`config.mk`:
```
export PLATFORM = sky130hd
export DESIGN_NAME = tsr_regs
export DESIGN_NICKNAME = d
export VERILOG_FILES = /design/src/hw/tsr_pkg.sv /design/src/hw/tsr_regs.sv
export VERILOG_INCLUDE_DIRS = /design/src /design/src/hw
export SDC_FILE = /design/constraint.sdc
export NUM_CORES = 1
export LEC_CHECK = 0
export ABC_AREA = 1
export BUFFER_PORTS_ARGS = -buffer_cell sky130_fd_sc_hd__buf_2
export CELL_PAD_IN_SITES_DETAIL_PLACEMENT = 1
export CELL_PAD_IN_SITES_GLOBAL_PLACEMENT = 1
export CORE_MARGIN = 2
export CORE_UTILIZATION = 46
export CTS_BUF_LIST = sky130_fd_sc_hd__clkbuf_8
export DETAILED_ROUTE_END_ITERATION = 8
export PLACE_DENSITY = 0.91
export SYNTH_ARGS = -nofsm -noshare
export SYNTH_HDL_FRONTEND = slang
export SYNTH_SLANG_ARGS = --single-unit
```
`constraint.sdc`:
```
create_clock -name core_clk -period 4.95 [get_ports core_clk]
set_clock_uncertainty 0.05 [all_clocks]
set_input_delay 0.495 -clock core_clk [delete_from_list [all_inputs] [get_ports core_clk]]
set_output_delay 0.495 -clock core_clk [all_outputs]
set_load 0.05 [all_outputs]
```
`src/hw/tsr_params.svh`:
```
// Constants for the thermal sensor register block
`ifndef TSR_PARAMS_SVH
`define TSR_PARAMS_SVH
`define TSR_CMD_RSVD      8'h00
`define TSR_CMD_T1        8'h01
`define TSR_CMD_STAT1     8'h02
`define TSR_CMD_CFG_RD    8'h03
`define TSR_CMD_RATE_RD   8'h04
`define TSR_CMD_HI1_RD    8'h07
`define TSR_CMD_LO1_RD    8'h08
`define TSR_CMD_CFG_WR    8'h09
`define TSR_CMD_RATE_WR   8'h0A
`define TSR_CMD_HI1_WR    8'h0D
`define TSR_CMD_LO1_WR    8'h0E
`define TSR_CMD_ONESHOT   8'h0F
`define TSR_CMD_OFS1      8'h11
`define TSR_CMD_STAT2     8'h23
`define TSR_CMD_T2        8'h30
`define TSR_CMD_HI2       8'h31
`define TSR_CMD_LO2       8'h32
`define TSR_CMD_RSVD33    8'h33
`define TSR_CMD_OFS2      8'h34
`define TSR_CMD_REV       8'hFF
`define TSR_RST_CFG       8'h00
`define TSR_RST_RATE      8'h07
`define TSR_RST_HI        8'h55
`define TSR_RST_LO        8'h00
`define TSR_RST_ZERO      8'h00
`define TSR_ARA_ADDR      7'h0C
`define TSR_CFG_MASK_BIT  7
`define TSR_CFG_STBY_BIT  6
`define TSR_RATE_AVG_BIT  7
`define TSR_ST_BUSY_BIT   7
`define TSR_ST_HIGH_BIT   4
`define TSR_ST_LOW_BIT    3
`define TSR_ST_OPEN_BIT   2
`define TSR_ST_ALERT_BIT  0
`define TSR_RATE_CONT     4'hA
`define TSR_RATE_MAX      4'h9
`define TSR_TEMP_MAX      8'h7F
`define TSR_CLK_MHZ       250
`define TSR_FASTEST_US    31250
`endif

```
`src/hw/tsr_pkg.sv`:
```
// Types for the thermal sensor register block
package tsr_pkg;
  typedef enum logic [1:0] {
    TSR_IDLE = 2'b00,
    TSR_CONV = 2'b01,
    TSR_DONE = 2'b11
  } tsr_conv_state_t;
  typedef enum logic [1:0] {
    TSR_TXN_WRITE = 2'b00,
    TSR_TXN_READ  = 2'b01,
    TSR_TXN_SEND  = 2'b10,
    TSR_TXN_RECV  = 2'b11
  } tsr_txn_t;
endpackage

```
`src/hw/tsr_regs.sv`:
```
// Register, conversion and alert logic of a two-core SMBus thermal sensor
// Contract
// - Alert response read returns own seven-bit address in upper bits.
// - Core 1 limits use separate read/write codes; core 2 shares codes.
// - Rate read at one code, written at another.
// - One-shot code starts a conversion only in standby, touches no register.
// - One-shot during a running conversion is ignored.
// - One-shot in standby does one conversion, then standby again.
// - Command pointer resets to reserved code; receive reads invalid.
// - Temperatures and limits are eight bits, sign zero, 0 to 127.
// - Readings above 127 saturate at 127.
// - Reading at/above high or at/below low limit sets alarm.
// - Alarms stick until status read, unless condition persists.
// - Status 1: busy bit 7, core 1 high/low/open bits 4,3,2.
// - Status 2: core 2 high/low/open bits 4,3,2; bit 0 mirrors alert.
// - Alert enabled and threshold crossed drives alert low.
// - Config bit 7 masks alert; writing it never releases alert.
// - Config bit 6 set halts now into standby; clear resumes auto.
// - Rate code 0..9 doubles 1/16 to 32 per second; 10 continuous.
// - Rate bit 7 set disables averaging.
// - Read-only revision byte at last code; low nibble may vary.
// - Receive byte returns register of latest read-byte command.
// - Alert released only by alert response read once fault ended.
`include "tsr_params.svh"
module tsr_regs
  import tsr_pkg::*;
#(
  parameter int          CONV_CYCLES  = 64,
  parameter int          FASTEST_CNT  = `TSR_FASTEST_US * `TSR_CLK_MHZ,
  parameter logic [7:0]  REVISION     = 8'h5A,
  parameter logic [1:0]  AVG_SAMPLES  = 2'h3
) (
  input  wire logic        core_clk,
  input  wire logic        rst_b,
  input  wire logic        txn_valid,
  input  wire logic [1:0]  txn_kind,
  input  wire logic [7:0]  txn_cmd,
  input  wire logic [7:0]  txn_wdata,
  input  wire logic        ara_read,
  input  wire logic [6:0]  own_address,
  input  wire logic [8:0]  core1_sample,
  input  wire logic [8:0]  core2_sample,
  input  wire logic        core1_open_fault,
  input  wire logic        core2_open_fault,
  output logic             rdata_valid,
  output logic [7:0]       rdata,
  output logic             alert_out_n,
  output logic             busy,
  output logic             averaging_on
);
  // Revision value is arbitrary; only the upper nibble is meaningful

  ////////////////////////////////////////////////////////////////////////////
  // Host-written registers
  logic [7:0]       cfg_reg;
  logic [7:0]       rate_reg;
  logic [7:0]       hi1_reg;
  logic [7:0]       lo1_reg;
  logic [7:0]       hi2_reg;
  logic [7:0]       lo2_reg;
  logic [7:0]       ofs1_reg;
  logic [7:0]       ofs2_reg;
  logic [7:0]       ptr_reg;
  logic             wr_txn;
  logic             rd_txn;
  logic             send_txn;
  logic             recv_txn;

  assign wr_txn   = txn_valid && (txn_kind == TSR_TXN_WRITE);
  assign rd_txn   = txn_valid && (txn_kind == TSR_TXN_READ);
  assign send_txn = txn_valid && (txn_kind == TSR_TXN_SEND);
  assign recv_txn = txn_valid && (txn_kind == TSR_TXN_RECV);

  // Write decode; read-only codes ignore writes
  always_ff @(posedge core_clk) begin
    if (!rst_b) begin
      cfg_reg  <= `TSR_RST_CFG;
      rate_reg <= `TSR_RST_RATE;
      hi1_reg  <= `TSR_RST_HI;
      lo1_reg  <= `TSR_RST_LO;
      hi2_reg  <= `TSR_RST_HI;
      lo2_reg  <= `TSR_RST_LO;
      ofs1_reg <= `TSR_RST_ZERO;
      ofs2_reg <= `TSR_RST_ZERO;
    end else if (wr_txn) begin
      case (txn_cmd)
        `TSR_CMD_CFG_WR:  cfg_reg  <= txn_wdata;
        `TSR_CMD_RATE_WR: rate_reg <= txn_wdata;
        `TSR_CMD_HI1_WR:  hi1_reg  <= txn_wdata;
        `TSR_CMD_LO1_WR:  lo1_reg  <= txn_wdata;
        `TSR_CMD_HI2:     hi2_reg  <= txn_wdata;
        `TSR_CMD_LO2:     lo2_reg  <= txn_wdata;
        `TSR_CMD_OFS1:    ofs1_reg <= txn_wdata;
        `TSR_CMD_OFS2:    ofs2_reg <= txn_wdata;
        default:          cfg_reg  <= cfg_reg;
      endcase
    end
  end

  // Pointer follows the latest read-byte command only
  always_ff @(posedge core_clk) begin
    if (!rst_b) begin
      ptr_reg <= `TSR_CMD_RSVD;
    end else if (rd_txn) begin
      ptr_reg <= txn_cmd;
    end
  end

  ////////////////////////////////////////////////////////////////////////////
  // Conversion sequencing
  tsr_conv_state_t  state_reg;
  logic [31:0]      period_cnt_reg;
  logic [15:0]      conv_cnt_reg;
  logic             standby;
  logic             oneshot_hit;
  logic             tick;
  logic [31:0]      period_len;
  logic             conv_done;

  assign standby     = cfg_reg[`TSR_CFG_STBY_BIT];
  assign oneshot_hit = send_txn && (txn_cmd == `TSR_CMD_ONESHOT);
  assign conv_done   = (state_reg == TSR_CONV) && (conv_cnt_reg == 16'h0000);

  // Period doubles per step below the fastest code; reserved codes act continuous
  always_comb begin
    if (rate_reg[3:0] > `TSR_RATE_MAX) begin
      period_len = 32'h0000_0000;
    end else begin
      period_len = 32'(FASTEST_CNT) << (`TSR_RATE_MAX - rate_reg[3:0]);
    end
  end
  // Count ends one short so the period is exactly period_len cycles
  assign tick = ((period_cnt_reg + 32'h0000_0001) >= period_len);

  // Auto-convert period counter, idle in standby
  always_ff @(posedge core_clk) begin
    if (!rst_b || standby || tick) begin
      period_cnt_reg <= 32'h0000_0000;
    end else begin
      period_cnt_reg <= period_cnt_reg + 32'h0000_0001;
    end
  end

  // Standby aborts at once; one-shot only from idle in standby
  always_ff @(posedge core_clk) begin
    if (!rst_b) begin
      state_reg    <= TSR_IDLE;
      conv_cnt_reg <= 16'h0000;
    end else if (wr_txn && txn_cmd == `TSR_CMD_CFG_WR && txn_wdata[`TSR_CFG_STBY_BIT]
                 && state_reg == TSR_CONV) begin
      state_reg    <= TSR_IDLE;
    end else begin
      case (state_reg)
        TSR_IDLE: begin
          if ((standby && oneshot_hit) || (!standby && tick)) begin
            state_reg    <= TSR_CONV;
            conv_cnt_reg <= 16'(CONV_CYCLES - 1);
          end
        end
        TSR_CONV: begin
          // One-shot here is simply not looked at
          if (conv_cnt_reg == 16'h0000) begin
            state_reg <= TSR_DONE;
          end else begin
            conv_cnt_reg <= conv_cnt_reg - 16'h0001;
          end
        end
        TSR_DONE: state_reg <= TSR_IDLE;
        default:  state_reg <= TSR_IDLE;
      endcase
    end
  end

  ////////////////////////////////////////////////////////////////////////////
  // Temperatures, alarms and alert
  logic [7:0]       t1_reg;
  logic [7:0]       t2_reg;
  logic [7:0]       t1_next;
  logic [7:0]       t2_next;
  logic [2:0]       al1_reg;
  logic [2:0]       al2_reg;
  logic [2:0]       cond1;
  logic [2:0]       cond2;
  logic             alert_reg;
  logic             fault_now;
  logic             stat1_rd;
  logic             stat2_rd;

  // Clamp sample to 0..127; a sign-set sample reads as zero
  function automatic logic [7:0] tsr_sat(input logic [8:0] s);
    if (s[8]) begin
      return 8'h00;
    end else if (s[7]) begin
      return `TSR_TEMP_MAX;
    end else begin
      return {1'b0, s[6:0]};
    end
  endfunction

  assign t1_next = tsr_sat(core1_sample);
  assign t2_next = tsr_sat(core2_sample);

  // Limit compare against stored values, open fault passed through
  assign cond1 = {t1_reg >= hi1_reg, t1_reg <= lo1_reg, core1_open_fault};
  assign cond2 = {t2_reg >= hi2_reg, t2_reg <= lo2_reg, core2_open_fault};
  assign fault_now = (|cond1) || (|cond2);

  assign stat1_rd = (rd_txn && txn_cmd == `TSR_CMD_STAT1)
                 || (recv_txn && ptr_reg == `TSR_CMD_STAT1);
  assign stat2_rd = (rd_txn && txn_cmd == `TSR_CMD_STAT2)
                 || (recv_txn && ptr_reg == `TSR_CMD_STAT2);

  // Value registers load only at conversion end
  always_ff @(posedge core_clk) begin
    if (!rst_b) begin
      t1_reg <= `TSR_RST_ZERO;
      t2_reg <= `TSR_RST_ZERO;
    end else if (conv_done) begin
      t1_reg <= t1_next;
      t2_reg <= t2_next;
    end
  end

  // Sticky alarms; a fresh condition beats the read clear
  always_ff @(posedge core_clk) begin
    if (!rst_b) begin
      al1_reg <= 3'h0;
      al2_reg <= 3'h0;
    end else begin
      al1_reg <= (stat1_rd ? 3'h0 : al1_reg) | cond1;
      al2_reg <= (stat2_rd ? 3'h0 : al2_reg) | cond2;
    end
  end

  // Alert latches on fault when unmasked; only an ARA read releases it
  always_ff @(posedge core_clk) begin
    if (!rst_b) begin
      alert_reg <= 1'b0;
    end else if (fault_now && !cfg_reg[`TSR_CFG_MASK_BIT]) begin
      alert_reg <= 1'b1;
    end else if (ara_read && !cfg_reg[`TSR_CFG_MASK_BIT] && !fault_now) begin
      alert_reg <= 1'b0;
    end
  end

  ////////////////////////////////////////////////////////////////////////////
  // Read data; write-only and reserved codes answer zero
  logic [7:0]       stat1_val;
  logic [7:0]       stat2_val;
  logic [7:0]       sel_cmd;
  logic [7:0]       rd_mux;
  logic             ara_answer;

  assign stat1_val = {busy, 2'b00, al1_reg, 2'b00};
  assign stat2_val = {3'b000, al2_reg, 1'b0, !alert_out_n};
  assign sel_cmd   = rd_txn ? txn_cmd : ptr_reg;
  // Masked sensors stay silent on the alert response address
  assign ara_answer = ara_read && alert_reg && !cfg_reg[`TSR_CFG_MASK_BIT];

  always_comb begin
    case (sel_cmd)
      `TSR_CMD_T1:      rd_mux = t1_reg;
      `TSR_CMD_STAT1:   rd_mux = stat1_val;
      `TSR_CMD_CFG_RD:  rd_mux = cfg_reg;
      `TSR_CMD_RATE_RD: rd_mux = rate_reg;
      `TSR_CMD_HI1_RD:  rd_mux = hi1_reg;
      `TSR_CMD_LO1_RD:  rd_mux = lo1_reg;
      `TSR_CMD_OFS1:    rd_mux = ofs1_reg;
      `TSR_CMD_STAT2:   rd_mux = stat2_val;
      `TSR_CMD_T2:      rd_mux = t2_reg;
      `TSR_CMD_HI2:     rd_mux = hi2_reg;
      `TSR_CMD_LO2:     rd_mux = lo2_reg;
      `TSR_CMD_OFS2:    rd_mux = ofs2_reg;
      `TSR_CMD_REV:     rd_mux = REVISION;
      default:          rd_mux = 8'h00;
    endcase
  end

  // Registered answer, one cycle after the request
  always_ff @(posedge core_clk) begin
    if (!rst_b) begin
      rdata_valid <= 1'b0;
      rdata       <= 8'h00;
    end else if (ara_answer) begin
      rdata_valid <= 1'b1;
      rdata       <= {own_address, 1'b0};
    end else begin
      rdata_valid <= rd_txn || recv_txn;
      rdata       <= rd_mux;
    end
  end

  // Pin and status outputs from flops
  always_ff @(posedge core_clk) begin
    if (!rst_b) begin
      alert_out_n  <= 1'b1;
      busy         <= 1'b0;
      averaging_on <= 1'b1;
    end else begin
      alert_out_n  <= !alert_reg;
      busy         <= (state_reg == TSR_CONV);
      averaging_on <= !rate_reg[`TSR_RATE_AVG_BIT] && (AVG_SAMPLES != 2'h0);
    end
  end
endmodule

```
==> results.yml <==
sta:
  min_period_ns: 4.52
  max_slew_margin: 0.220
  worst_slack_ns: 0.428
  rsz0062_at_grt: "false"
  tightest_slew_ns: 1.17
  whs_ns: 0.235
  timing.final.hold_violations: 0
  post-route-period-util: 0.913
  clock.fmax_mhz: 221
  fin_tns_setup_ns: 0
  setup_viol: 0
  slew_violations: 0
synth:
  synth-adder-area-share: 0.0900
  postSynthNetCount: 1549
  seq_area_frac_synth: 0.319
  synth_top_family_by_area: "simple AND/OR/NAND/NOR gates"
  synth_compound_area_frac: 0.163
  synth_area_um2: 9730
  syn_inst: 1430
  synth.area.mux_share: 0
  syn_avg_cell_area_um2: 6.80
  yosys_warnings: 0
  synthSimpleGateAreaFrac: 0.304
  synthXorXnorAreaFrac: 0.0252
  async_reset_ff_frac: 0
  synth-seq-cells: 155
  synth_cell_types: 46
  synth-edff-count: 0
  ys.flop_type: "dfxtp_1"
min_path:
  hold_end: "rdata[7]$_SDFF_PN0_"
  min_from: "own_address[6]"
  min_path_cells: 3
  hp-class: "in -> reg"
placement:
  dp_cells: 1723
  gp_congestion: 0.935
  placed_area_um2: 10200
  port-buffer-count: 60
  hpwl_um: 24000
  dp_slack_ns: 0.350
run_status:
  status: "finished clean"
floorplanning:
  die_h_um: 149
  die_w_um: 149
  num_rows: 53
  io_pins: 61
  die_area_um2: 22300
  core_um2: 20900
  initial_core_util: 0.466
final_layout:
  final_cells: 1755
  multi_input_area_um2: 5680
  drive_gt1_frac: 0.101
  largest_reg_flops: 32
  num-fill-cells: 2811
  seq_area_um2: 3100
  area_growth_pct: 9.09
  antenna_cells: 0
  layout.nets: 1586
  fin_util: 0.508
  stdcell_area_um2: 10600
critical_path:
  r2r_cells: 22
  reg2reg_to: "conv_cnt_reg[5]$_SDFFE_PN0P_"
  critPathKind: "reg -> reg"
  crit_required_ns: 5.32
  end_kind: "flip-flop"
  startpoint_type: "flip-flop"
  reg2reg_slack_ns: 0.43
  crit_path_max_fanout: 32
  arrival_ns: 4.89
  reg2reg_from: "rate_reg[1]$_SDFFE_PN1P_"
routing:
  drt-pass1-iter-count: 5
  drc: 0
  routed_via_density: 5.67
  routed_wl_um: 32400
  ant_nets: 0
  vias: 9943
  routedWlPerCell_um: 18.4
  drt_iter0_drc: 577
clocking:
  holdBufCountCts: 0
  cts_sinks: 155
  numCtsBuffers: 17
  clock_tree.root_cell: "clkbuf_8"
  insertion_delay_ns: 0.48
  clk_pin_slew_worst_paths_ns: 0.09
  h-tree-depth: 4
  clockBufferDepth: 2
  cts_tree: "yes"
pwr:
  total_power_mw: 2.57
  p_per_area_nw_per_um2: 242
  ir_worst_vdd_mv: 0.154
  power.leakage_nw: 4.98
global_route:
  grt_pass1_vias: 10285
  grt_pass1_wl_um: 51600
  grt_max_degree: 82
  grt_use_total: 0.295
  antenna_found_initial: 0
  grt_remaining_overflow: 0
run:
  max-cap-violations: 0
## Yosys cell counts, drive strengths merged (10+ instances only)
master | count | area [um^2]
inv | 181 | 679
nand3 | 119 | 618
a21oi | 125 | 641
buf | 27 | 183
ha | 70 | 876
o21a | 12 | 90.1
xor2 | 25 | 219
o21ai | 99 | 495
nand2 | 284 | 1110
a22oi | 10 | 75.1
clkbuf | 23 | 86.3
nor2 | 196 | 813
nor3 | 20 | 110
o211ai | 19 | 143
nand4 | 20 | 125
dfxtp | 155 | 3100
## cell usage in the layout (no fill, tap or decap), types with 7 or more instances in the layout
cell type    n
xor2_1      25
a21oi_1    121
nor2_2       7
or2_2        8
nand2_2     11
clkbuf_8    19
buf_2       60
dfxtp_1    155
buf_4        8
a211oi_1     8
o211ai_1    19
o21ai_0     88
o21ai_1     11
a22oi_1     10
nor2_1     182
nand4_1     20
nand3_1    116
o21a_1      12
nor3_1      18
nand2_1    271
ha_1        69
inv_1      180
## metal layers
| layer | part of all wire | up-vias | global-route usage | wire [um] |
|---|---|---|---|---|
| li1 | - | 4775 | - | - |
| met1 | 0.42 | 4771 | 0.350 | 13500 |
| met2 | 0.50 | 310 | 0.527 | 16100 |
| met3 | 0.048 | 87 | 0.0457 | 1560 |
| met4 | 0.035 | 0 | 0.125 | 1120 |
| met5 | 0 | - | 0 | 0 |
## kinds of logic after synthesis
family                     Yosys count
and+or+nand+nor                    659
xor gates and xnor gates            28
DFF                                155
adders and majority gates           70
buffers and inverters              234
AOI/OAI and AO/OA                  284
## worst max-delay path by stage
stage	start	end	slack, ns
2_1_floorplan	rate_reg[1]$_SDFFE_PN1P_	conv_cnt_reg[0]$_SDFFE_PN0P_	1.34
3_3_place_gp	rate_reg[1]$_SDFFE_PN1P_	conv_cnt_reg[5]$_SDFFE_PN0P_	0.68
3_5_place_dp	rate_reg[1]$_SDFFE_PN1P_	conv_cnt_reg[5]$_SDFFE_PN0P_	0.35
4_1_cts	rate_reg[1]$_SDFFE_PN1P_	conv_cnt_reg[5]$_SDFFE_PN0P_	0.29
5_1_grt	rate_reg[1]$_SDFFE_PN1P_	conv_cnt_reg[5]$_SDFFE_PN0P_	0.03
6_report	rate_reg[1]$_SDFFE_PN1P_	conv_cnt_reg[5]$_SDFFE_PN0P_	0.43
## worst max-delay path, cell delays in order, from the launching register on
cell      delay, ns
dfxtp_1        0.53
inv_1          0.21
ha_2           0.24
or2_2          0.27
nand2_1        0.27
clkinv_1       0.32
nor2_4         0.26
buf_4          0.24
a22oi_1        0.11
ha_1           0.40
nand4_1        0.11
nor3_1         0.18
nand2_1        0.09
nand2_1        0.11
nand2_1        0.12
nand2_1        0.13
nand2_1        0.06
nand2_1        0.05
buf_4          0.33
nand2_1        0.12
nand2_1        0.10
nand2_1        0.05
nor2_1         0.10
## power by group
part / internal [mW] / total, mW / switching, mW / leakage [nW]
Combinational: 0.0555 / 0.216 / 0.161 / 3.50
Sequential: 1.26 / 1.26 / 0.00747 / 1.25
Clock: 0.572 / 1.09 / 0.516 / 0.230
## cell type report
type,count,area share
Multi-Input combinational cell,1041,0.535
Clock buffer,19,0.0246
Clock inverter,13,0.0165
Tap cell,275,0.0324
Sequential cell,155,0.292
Inverter,184,0.0651
Timing Repair Buffer,68,0.0340
## repair_timing
action,CTS,global route
endpoints found under the setup margin,0,41
resized for setup,0,3
buffers inserted,0,0
(Power assumes the default switching activity.)
